==> config.mk <==
export PLATFORM = sky130hd
export DESIGN_NAME = switch_power_mode_manager
export DESIGN_NICKNAME = d
export VERILOG_FILES = /design/src/rtl/pwr_mgr_pkg.sv /design/src/rtl/switch_power_mode_manager.sv
export VERILOG_INCLUDE_DIRS = /design/src /design/src/rtl
export SDC_FILE = /design/constraint.sdc
export NUM_CORES = 1
export LEC_CHECK = 0
export ABC_AREA = 1
export BUFFER_PORTS_ARGS = -buffer_cell sky130_fd_sc_hd__buf_2
export CAP_MARGIN = 20
export CELL_PAD_IN_SITES_DETAIL_PLACEMENT = 0
export CELL_PAD_IN_SITES_GLOBAL_PLACEMENT = 1
export CORE_MARGIN = 5
export CORE_UTILIZATION = 41
export CTS_BUF_LIST = sky130_fd_sc_hd__clkbuf_4 sky130_fd_sc_hd__clkbuf_8
export CTS_CLUSTER_DIAMETER = 50
export DETAILED_ROUTE_END_ITERATION = 8
export PLACE_DENSITY = 0.88
export SYNTH_ARGS = -nofsm -noshare
export SYNTH_HDL_FRONTEND = slang
export SYNTH_SLANG_ARGS = --single-unit
==> constraint.sdc <==
create_clock -name core_clk -period 2.05 [get_ports core_clk]
set_input_delay 0 -clock core_clk [delete_from_list [all_inputs] [get_ports core_clk]]
set_output_delay 0 -clock core_clk [all_outputs]
set_load 0.005 [all_outputs]
==> src/rtl/pwr_mgr_defines.svh <==
// offsets, field positions, reset values and timing counts of the power manager
`ifndef PWR_MGR_DEFINES_SVH
`define PWR_MGR_DEFINES_SVH
`define OFS_PWR_CTRL    8'h00
`define OFS_SLEEP_DLY   8'h04
`define OFS_PORT_PD     8'h08
`define OFS_PHY_PD      8'h0c
`define OFS_EEE_CTRL    8'h10
`define OFS_STATUS      8'h14
`define MODE_LSB        3
`define MODE_MSB        4
`define RST_SLEEP_DLY   8'h00
`define RST_EEE_CTRL    3'h0
`define EEE_REQ_BIT     0
`define EEE_ADV_BIT     1
`define LPI_TXD         4'h1
`define CLK_MHZ         250
`define PULSE_NS        120
`define PULSE_CYC       ((`PULSE_NS * `CLK_MHZ + 999) / 1000)
`define PERIOD_CYC      250000000
`define TICK_CYC        250000
`define WAKE_CYC        64
`endif

==> src/rtl/pwr_mgr_pkg.sv <==
// types shared by the power manager
package pwr_mgr_pkg;
    typedef enum logic [1:0] {
        mode_normal = 2'b00,
        mode_energy = 2'b01,
        mode_soft   = 2'b10,
        mode_resvd  = 2'b11
    } pwr_mode_t;
    typedef enum logic [1:0] {
        st_normal   = 2'b00,
        st_ed_awake = 2'b01,
        st_ed_sleep = 2'b10,
        st_soft_pd  = 2'b11
    } pwr_state_t;
    typedef enum logic [1:0] {
        tx_run  = 2'b00,
        tx_lpi  = 2'b01,
        tx_wake = 2'b10
    } lpi_tx_t;
endpackage

==> src/rtl/switch_power_mode_manager.sv <==
// power mode sequencer, energy detect and low-power-idle control of the switch
`timescale 1ns/1ps
`include "pwr_mgr_defines.svh"
module switch_power_mode_manager #(
    parameter int NPORT      = 5,
    parameter int PERIOD_CYC = `PERIOD_CYC,
    parameter int TICK_CYC   = `TICK_CYC,
    parameter int WAKE_CYC   = `WAKE_CYC
) (
    // clock and reset
    input  wire logic                   core_clk,
    input  wire logic                   rstn,
    // avalon-mm register slave
    input  wire logic [7:0]             address,
    input  wire logic                   read,
    input  wire logic                   write,
    input  wire logic [31:0]            writedata,
    output logic      [31:0]            readdata,
    output logic                        waitrequest,
    // power and clock gating
    output logic                        pll_clk_en,
    output logic                        mac_pwr_en,
    output logic                        host_if_en,
    output logic                        rx_energy_det_en,
    output logic      [NPORT-1:0]       phy_pwr_en,
    output logic                        internal_rst_n,
    output pwr_mgr_pkg::pwr_state_t     pwr_state,
    // cable side
    input  wire logic                   cable_energy,
    output logic                        line_pulse,
    // negotiation result
    input  wire logic                   partner_eee_adv,
    // mac transmit side
    input  wire logic                   mac_tx_en,
    input  wire logic                   mac_tx_er,
    input  wire logic [3:0]             mac_txd,
    output logic                        mac_crs,
    output logic                        mac_tx_allow,
    output logic                        mac_tx_clk_en,
    output logic                        mac_rx_clk_en,
    // mii transmit to phy
    output logic                        mii_tx_en,
    output logic                        mii_tx_er,
    output logic      [3:0]             mii_txd,
    // mii receive from phy
    input  wire logic                   mii_rx_dv,
    input  wire logic                   mii_rx_er,
    input  wire logic [3:0]             mii_rxd,
    // mac receive side
    output logic                        mac_rx_dv,
    output logic                        mac_rx_er,
    output logic      [3:0]             mac_rxd,
    output logic                        partner_idle_flag
);
    import pwr_mgr_pkg::*;
    localparam int PULSE_CYC = `PULSE_CYC;

    logic [1:0]        mode;
    logic [7:0]        sleep_dly;
    logic [NPORT-1:0]  port_pd;
    logic [NPORT-1:0]  phy_pd;
    logic [2:0]        eee_ctrl;
    logic              req;
    logic              acc;
    logic              wake_rst;
    logic              eee_ok;
    logic              full_pwr;
    logic [27:0]       sec_cnt;
    logic [17:0]       tick_cnt;
    logic              tick;
    logic [7:0]        idle_cnt;
    lpi_tx_t           tx_st;
    logic [15:0]       wake_cnt;
    logic              rx_lpi;
    logic [31:0]       next_rdata;
    pwr_state_t        next_state;

    ////////////////////////////////////////////////////////////////////
    // bus slave: one wait cycle, then the access completes
    assign req = read | write;
    assign acc = req & ~waitrequest;
    // any access while powered down wakes the part
    assign wake_rst = acc & (pwr_state == st_soft_pd);

    always_ff @(posedge core_clk) begin
        if (!rstn) begin
            waitrequest <= 1'b1;
        end else begin
            waitrequest <= ~(req & waitrequest);
        end
    end

    always_comb begin
        next_rdata = 32'h0;
        unique case (address)
            `OFS_PWR_CTRL:  next_rdata[`MODE_MSB:`MODE_LSB] = mode;
            `OFS_SLEEP_DLY: next_rdata[7:0] = sleep_dly;
            `OFS_PORT_PD:   next_rdata[NPORT-1:0] = port_pd;
            `OFS_PHY_PD:    next_rdata[NPORT-1:0] = phy_pd;
            `OFS_EEE_CTRL:  next_rdata[2:0] = eee_ctrl;
            `OFS_STATUS: begin
                next_rdata[1:0] = pwr_state;
                next_rdata[3:2] = tx_st;
                next_rdata[4]   = partner_idle_flag;
                next_rdata[5]   = eee_ok;
            end
            default:        next_rdata = 32'h0;
        endcase
    end

    always_ff @(posedge core_clk) begin
        if (!rstn) begin
            readdata <= 32'h0;
        end else if (read & waitrequest) begin
            readdata <= next_rdata;
        end
    end

    ////////////////////////////////////////////////////////////////////
    // control registers; a wake access restores every default
    always_ff @(posedge core_clk) begin
        if (!rstn || wake_rst) begin
            mode      <= mode_normal;
            sleep_dly <= `RST_SLEEP_DLY;
            port_pd   <= '0;
            phy_pd    <= '0;
            eee_ctrl  <= `RST_EEE_CTRL;
        end else if (acc && write) begin
            unique case (address)
                `OFS_PWR_CTRL:  mode <= writedata[`MODE_MSB:`MODE_LSB];
                `OFS_SLEEP_DLY: sleep_dly <= writedata[7:0];
                `OFS_PORT_PD:   port_pd <= writedata[NPORT-1:0];
                `OFS_PHY_PD:    phy_pd <= writedata[NPORT-1:0];
                `OFS_EEE_CTRL:  eee_ctrl <= writedata[2:0];
                default: ;
            endcase
        end
    end

    always_ff @(posedge core_clk) begin
        if (!rstn) begin
            internal_rst_n <= 1'b1;
        end else begin
            internal_rst_n <= ~wake_rst;
        end
    end

    ////////////////////////////////////////////////////////////////////
    // sleep delay timebase: one tick per TICK_CYC cycles
    always_ff @(posedge core_clk) begin
        if (!rstn || tick) begin
            tick_cnt <= '0;
        end else begin
            tick_cnt <= tick_cnt + 18'h1;
        end
    end
    assign tick = (tick_cnt == 18'(TICK_CYC - 1));
    always_ff @(posedge core_clk) begin
        if (!rstn || cable_energy || pwr_state != st_ed_awake) begin
            idle_cnt <= '0;
        end else if (tick && idle_cnt != 8'hff) begin
            idle_cnt <= idle_cnt + 8'h1;
        end
    end

    ////////////////////////////////////////////////////////////////////
    // power state sequencer
    always_comb begin
        next_state = pwr_state;
        unique case (pwr_state)
            st_normal, st_ed_awake, st_ed_sleep: begin
                unique case (mode)
                    mode_energy: begin
                        if (pwr_state == st_normal) begin
                            next_state = st_ed_awake;
                        end else if (pwr_state == st_ed_sleep) begin
                            if (cable_energy) begin
                                next_state = st_ed_awake;
                            end
                        end else if (!cable_energy && idle_cnt > sleep_dly) begin
                            next_state = st_ed_sleep;
                        end
                    end
                    mode_soft:   next_state = st_soft_pd;
                    // reserved code holds normal operation
                    mode_normal, mode_resvd: next_state = st_normal;
                endcase
            end
            st_soft_pd: begin
                if (wake_rst) begin
                    next_state = st_normal;
                end
            end
        endcase
    end

    always_ff @(posedge core_clk) begin
        if (!rstn) begin
            pwr_state <= st_normal;
        end else begin
            pwr_state <= next_state;
        end
    end

    // awake half of energy mode runs like normal so packets flow
    assign full_pwr = (next_state == st_normal) || (next_state == st_ed_awake);
    always_ff @(posedge core_clk) begin
        if (!rstn) begin
            pll_clk_en       <= 1'b1;
            mac_pwr_en       <= 1'b1;
            host_if_en       <= 1'b1;
            rx_energy_det_en <= 1'b0;
        end else begin
            pll_clk_en       <= full_pwr;
            mac_pwr_en       <= full_pwr;
            host_if_en       <= full_pwr;
            rx_energy_det_en <= (next_state == st_ed_sleep);
        end
    end

    genvar gp;
    generate
        for (gp = 0; gp < NPORT; gp++) begin : g_port
            always_ff @(posedge core_clk) begin
                if (!rstn) begin
                    phy_pwr_en[gp] <= 1'b1;
                end else begin
                    phy_pwr_en[gp] <= full_pwr & ~port_pd[gp] & ~phy_pd[gp];
                end
            end
        end
    endgenerate

    ////////////////////////////////////////////////////////////////////
    // link pulse once per second, restarted on entry so the first pulse is full width; leaving energy mode ends a pulse at once
    always_ff @(posedge core_clk) begin
        if (!rstn || sec_cnt == 28'(PERIOD_CYC - 1) || !(pwr_state == st_ed_awake || pwr_state == st_ed_sleep)) begin
            sec_cnt <= '0;
        end else begin
            sec_cnt <= sec_cnt + 28'h1;
        end
    end

    always_ff @(posedge core_clk) begin
        if (!rstn) begin
            line_pulse <= 1'b0;
        end else begin
            line_pulse <= (pwr_state == st_ed_awake || pwr_state == st_ed_sleep)
                          && sec_cnt < 28'(PULSE_CYC);
        end
    end

    ////////////////////////////////////////////////////////////////////
    // low-power idle, transmit direction
    assign eee_ok = eee_ctrl[`EEE_ADV_BIT] & partner_eee_adv;

    always_ff @(posedge core_clk) begin
        if (!rstn) begin
            tx_st    <= tx_run;
            wake_cnt <= '0;
        end else begin
            unique case (tx_st)
                tx_run: begin
                    // enter only between frames so nothing is cut
                    if (eee_ctrl[`EEE_REQ_BIT] && eee_ok && !mac_tx_en
                        && pwr_state == st_normal) begin
                        tx_st <= tx_lpi;
                    end
                end
                tx_lpi: begin
                    if (!eee_ctrl[`EEE_REQ_BIT] || !eee_ok) begin
                        tx_st    <= tx_wake;
                        wake_cnt <= '0;
                    end
                end
                tx_wake: begin
                    // partner needs time before traffic resumes
                    if (wake_cnt == 16'(WAKE_CYC - 1)) begin
                        tx_st <= tx_run;
                    end else begin
                        wake_cnt <= wake_cnt + 16'h1;
                    end
                end
                default: tx_st <= tx_run;
            endcase
        end
    end

    always_ff @(posedge core_clk) begin
        if (!rstn) begin
            mii_tx_en <= 1'b0;
            mii_tx_er <= 1'b0;
            mii_txd   <= 4'h0;
        end else if (tx_st == tx_lpi) begin
            mii_tx_en <= 1'b0;
            mii_tx_er <= 1'b1;
            mii_txd   <= `LPI_TXD;
        end else if (tx_st == tx_wake) begin
            mii_tx_en <= 1'b0;
            mii_tx_er <= 1'b0;
            mii_txd   <= 4'h0;
        end else begin
            mii_tx_en <= mac_tx_en;
            mii_tx_er <= mac_tx_er;
            mii_txd   <= mac_txd;
        end
    end

    always_ff @(posedge core_clk) begin
        if (!rstn) begin
            mac_crs       <= 1'b0;
            mac_tx_allow  <= 1'b1;
            mac_tx_clk_en <= 1'b1;
        end else begin
            mac_crs       <= (tx_st != tx_run);
            mac_tx_allow  <= (tx_st == tx_run);
            mac_tx_clk_en <= (tx_st != tx_lpi) && full_pwr;
        end
    end

    ////////////////////////////////////////////////////////////////////
    // low-power idle, receive direction
    assign rx_lpi = eee_ok && !mii_rx_dv && mii_rx_er && mii_rxd == `LPI_TXD;

    always_ff @(posedge core_clk) begin
        if (!rstn) begin
            partner_idle_flag <= 1'b0;
            mac_rx_dv         <= 1'b0;
            mac_rx_er         <= 1'b0;
            mac_rxd           <= 4'h0;
            mac_rx_clk_en     <= 1'b1;
        end else begin
            partner_idle_flag <= rx_lpi;
            mac_rx_clk_en     <= ~rx_lpi && full_pwr;
            if (rx_lpi) begin
                mac_rx_dv <= 1'b0;
                mac_rx_er <= 1'b0;
                mac_rxd   <= 4'h0;
            end else begin
                mac_rx_dv <= mii_rx_dv;
                mac_rx_er <= mii_rx_er;
                mac_rxd   <= mii_rxd;
            end
        end
    end
endmodule

=== After elaboration in Yosys (flattened, before gate mapping) ===
Cells that the tools add are included.

* $add $sub $neg: 4
* $lt $le $gt $ge: 2
* Eq/ne operators: 26
* Mux-type cells: 22
* Bitwise gates (word level): 31
* Reduce and logical (&&, ||, !) cells: 46

{| class="wikitable"
|+ Operators with widths
! cell !! count
|-
| 16-bit two-way mux || 2
|-
| 16-bit case mux with 2 select lines || 1
|-
| 28-bit by 1-bit adder with 28-bit output (second input constant) || 1
|-
| 28-bit equality test (second input constant) || 1
|-
| 28-bit by 5-bit less-than comparator with 1-bit output (second input constant) || 1
|-
| 18-bit by 1-bit adder with 18-bit output (second input constant) || 1
|-
| 18-bit equality test (second input constant) || 1
|-
| 2-bit two-way mux || 9
|-
| 16-bit by 1-bit adder with 16-bit output (second input constant) || 1
|-
| 16-bit by 6-bit equality test with 1-bit output (second input constant) || 1
|-
| 8-bit by 4-bit equality test with 1-bit output (second input constant) || 2
|-
| 8-bit by 5-bit equality test with 1-bit output (second input constant) || 2
|-
| 1-bit bitwise AND || 15
|-
| 1-bit inverter || 15
|-
| 3-bit case mux with 5 select lines || 1
|-
| 2-bit equality test (second input constant) || 6
|-
| 1-bit logical AND || 12
|-
| 2-bit case mux with 3 select lines || 2
|-
| 2-bit case mux with 5 select lines || 1
|-
| 2-bit AND reduction || 5
|-
| 1-bit logical OR || 9
|-
| 8-bit by 1-bit adder with 8-bit output (second input constant) || 1
|-
| 2-bit by 1-bit equality test with 1-bit output (second input constant) || 4
|-
| 8-bit by 3-bit equality test with 1-bit output (second input constant) || 1
|-
| other kinds (16) || 36
|}

* Register bits: 132
* Output and inout bits: 63
* Word-level logic and storage cells: 165

=== Depth between registers and ports, before layout ===
* Depth after elaboration: 11
* Gate-level depth with buffers: 17
* Gate-level depth less buffers: 17

=== Worst setup path before layout ===
OpenSTA, ideal clock, no wires.

* Path type: reg2reg
* Start point: register sec_cnt[0]
* End point: register sec_cnt[22]
* Setup time: 119 ps
* Arrival: 1486 ps
* Required time: 1931 ps
* Setup slack: 445 ps
* Stages on the path, launching flop included: 13
* Path buffers: 0
* Clock period less this slack: 1605 ps
* Cell sequence: dfxtp_1 -> ha_1 -> nand2_1 -> nor2_4 -> nand2_4 -> nor2_4 -> nand2_2 -> nor2_4 -> nand2_2 -> nor2_4 -> nand2_1 -> nor2_1 -> nor3b_2

* Longest elaborated chain between the ends: 3

{| class="wikitable"
|+ RTL lines
! item !! RTL line !! RTL
|-
| start: declaration || switch_power_mode_manager.sv:68 || <nowiki>logic [27:0] sec_cnt;</nowiki>
|-
| start signal: assignment || switch_power_mode_manager.sv:240 || <nowiki>sec_cnt <= sec_cnt + 28'h1;</nowiki>
|-
| parallel branches: the longest is 3 deep, another holds 28-bit by 1-bit adder with 28-bit output || - ||
|}

Several ways; the timed one is not identified.
A chain may end at the register's enable or synchronous reset.

=== Worst setup path after layout ===
* Start point: register idle_cnt[3]
* End point: register idle_cnt[5]

* Longest elaborated chain between the ends: 2

{| class="wikitable"
|+ RTL lines
! item !! RTL line !! RTL
|-
| start: declaration || switch_power_mode_manager.sv:71 || <nowiki>logic [7:0] idle_cnt;</nowiki>
|-
| start signal: assignment || switch_power_mode_manager.sv:162 || <nowiki>idle_cnt <= idle_cnt + 8'h1;</nowiki>
|-
| parallel branches: the longest is 2 deep, another holds 8-bit by 1-bit adder with 8-bit output || - ||
|}

Several ways; the timed one is not identified.

==> impl_metrics.csv <==
group,metric,value,unit
setup_path,required,2.39,ns
global_routing,track_usage,0.169,
sta,post-route-period-util,0.894,
floorplan,io_pins,121,
power_and_ir_drop,comb_power_share,0.049,
power_and_ir_drop,switching_share,0.231,
floorplan,fp.dieH,136,microns
outcome,outcome,"finished clean",
clock_network,htree_levels,4,
power_and_ir_drop,switchingPower,1.13,mW
synthesis,synth-seq-cells,132,
sta,drv_slew,0,
global_routing,grt_pass1_vias,5370,
clock_network,cts_buffers,17,
drt,via_count,5845,
drt,drc,0,
setup_path,crit_path_start,"idle_cnt[3]",
global_routing,overflow,0,
power_and_ir_drop,p_seq_frac,0.535,
sta,hold_viol_final,0,
drt,routed_wirelength,15100,microns
layout,n_fill_cell,1621,
sta,max_freq,0.546,GHz
layout,antenna_cells,0,
placement,place_hpwl,11300,microns
drt,post_drt_wl_per_cell,12.2,microns
synthesis,mappedNetlistArea,6490,sq um
clock_network,root_buffer,"clkbuf_8",
floorplan,coreArea,15700,sq um
synthesis,synth_area_leaders,"dfxtp_1 41%, nand2_1 8.7%, inv_1 7.6%",
placement,place_congestion,0.904,
global_routing,grt_max_degree,23,
sta,tightestPinTransition,0.621,ns
sta,finalCriticalPeriod,1.83,ns
synthesis,syn_inst,886,
floorplan,dieArea,18400,sq um
floorplan,rows,46,
sta,hold_ws,0.0505,ns
setup_path,end_kind,"register",
floorplan,die_w,136,microns
sta,setup_violations,0,
power_and_ir_drop,ir_drop,0.389,mV
synthesis,synth_area_leader_cell,"dfxtp_1",
placement,io_buffers,72,
sta,rsz0062_at_grt,"false",
clock_network,cts_tree,"built",
layout,syn_to_final_growth,18.8,%
synthesis,synthFlopType,"dfxtp_1",
setup_path,rr_worst_depth,10,
drt,vias_per_cell,4.75,
power_and_ir_drop,p_int,3.75,mW
synthesis,yosysSeqAreaShare,0.407,
layout,drive_gt1_frac,0.154,
global_routing,antenna_found_initial,0,
floorplan,start_util,0.413,
layout,nets,1078,
setup_path,timing.rr.end,"idle_cnt[5]",
clock_network,clock_path_buffers,2,
setup_path,r2r_slack,0.22,ns
hold_path,hp-class,"primary input to register",
clock_network,clkLatencyLatePin,0.45,ns
power_and_ir_drop,p_leak,3.21,nW
drt,first_iter_violations,343,
synthesis,ys_types,43,
clock_network,clk_pin_slew,0.07,ns
setup_path,critPathKind,"register to register",
drt,antenna_left,0,
sta,setup_tns,0,ns
synthesis,async_flop_share,0,
power_and_ir_drop,clkPwrFrac,0.416,
synthesis,synth_edf_count,0,
synthesis,yosys_warnings,0,
setup_path,reg2reg_from,"idle_cnt[3]",
sta,slew_headroom,0.582,
synthesis,yosysTopAreaCellShare,0.407,
flow_run,cap_viol_max_count,0,
drt,detail_route.first_pass.iterations,5,
layout,final_cell_mix,"149 x nand2_1, 132 x inv_1, 132 x dfxtp_1",
setup_path,crit_arrival,2.17,ns
setup_path,critPathCapture,"idle_cnt[5]",
layout,layout_commonest_cell,"nand2_1",
setup_path,startpoint_type,"register",
clock_network,clock-sinks,132,
setup_path,critPathMaxFanout,5,
sta,finClkSkew,0.0103,ns
synthesis,avgSynthCellArea,7.32,sq um
global_routing,grt_pass1_wl,25100,microns
power_and_ir_drop,p_per_area,632,nW/um^2
cell usage after synthesis, types with 3 or more instances:
library cell and n:
a211oi_1 5, a21oi_1 78, buf_4 29, clkbuf_1 8
dfxtp_1 132, ha_1 16, inv_1 132, nand2_1 150
nand2_2 5, nand3_1 41, nand3_2 4, nand4_1 27
nor2_1 93, nor2_4 8, nor3_1 27, nor3_2 3
nor3b_1 7, nor3b_2 3, nor4_1 10, o21a_1 3
o21ai_0 49, o22ai_1 5, or2_2 10, xnor2_1 3
xor2_1 17
kinds of logic (layout without fill, tap and decap cells):
logic type	count (synthesis)	after routing	share of synthesized area
and+or+nand+nor	397	397	0.293
buffers and inverters	171	277	0.117
AOI/OAI and AO/OA	149	149	0.123
DFF	132	132	0.407
xor gates and xnor gates	20	20	0.0270
adders and majority gates	16	16	0.0309
other	1	24	0.000578
final cells by class:
class / instances / area, sq um / share of cell area
Multi-Input combinational cell: 606 / 3180 / 0.412
Sequential cell: 132 / 2640 / 0.343
Timing Repair Buffer: 115 / 756 / 0.0981
Inverter: 132 / 495 / 0.0643
Clock buffer: 21 / 283 / 0.0367
Tap cell: 216 / 270 / 0.0351
Clock inverter: 9 / 81.3 / 0.0106
timing repair:
| item | CTS | global route |
|---|---|---|
| setup endpoints to repair | 0 | 7 |
| endpoints found under the hold margin | 46 | 0 |
| hold buffers | 29 | 0 |
| resized for setup | 0 | 3 |
| buffers inserted | 0 | 0 |
worst min path at each step:
stage               cells after the start          from  slack, ns           to
finish                                  4  cable_energy       0.05  idle_cnt[3]
global placement                        3    mac_txd[1]       0.22   mii_txd[1]
global route                            4  cable_energy       0.07  idle_cnt[7]
CTS                                     4  cable_energy       0.02  idle_cnt[3]
detailed placement                      3    mac_txd[3]       0.22   mii_txd[3]
floorplan                               2     mii_rx_dv        0.1    mac_rx_dv
critical path, cell delays in order, from the launching register on:
cell and delay [ns]:
dfxtp_1 0.46, nand2_1 0.10, inv_1 0.11, nand4_1 0.10
or2_2 0.30, nor2_1 0.09, inv_1 0.08, nand3_1 0.20
inv_1 0.13, nand2_1 0.08, a21oi_1 0.05
metrics by stage:
stage | worst slack [ns] | utilization | instances | area, sq um | total power, mW
5_1_grt | 0.0206 | 0.490 | 1231 | 7700 | 5.10
3_3_place_gp | 0.193 | 0.448 | 1172 | 7040 | 2.86
2_1_floorplan | 0.445 | - | 909 | 6570 | 2.80
6_report | 0.217 | 0.490 | 1231 | 7700 | 4.87
3_5_place_dp | 0.190 | 0.448 | 1172 | 7040 | 2.86
4_1_cts | 0.164 | 0.490 | 1231 | 7700 | 4.94
registers in the layout, indices dropped and copies added, names as in the netlist, 3 cells and up:
| signal | flops |
|---|---|
| sleep_dly | 8 |
| port_pd | 5 |
| phy_pd | 5 |
| mii_txd | 4 |
| eee_ctrl | 3 |
| tick_cnt | 18 |
| idle_cnt | 8 |
| phy_pwr_en | 5 |
| sec_cnt | 28 |
| readdata | 8 |
| mac_rxd | 4 |
| wake_cnt | 16 |
power groups by stage:
stage / logic [mW] / clock network [mW] / registers (mW)
after global placement: 0.194 / 0 / 2.67
after CTS: 0.237 / 2.10 / 2.61
after global routing: 0.266 / 2.22 / 2.61
after floorplan: 0.128 / 0 / 2.67
after detailed placement: 0.195 / 0 / 2.67
final: 0.237 / 2.03 / 2.61
per-layer routing:
metal	routed length, microns	vias to the layer above	GRT usage
met2	6560	134	0.266
met4	227	0	0.0521
li1	-	3084	-
met5	0	-	0
met1	7470	2608	0.227
met3	799	19	0.0427
No activity file was read; power rests on OpenSTA's default activity.
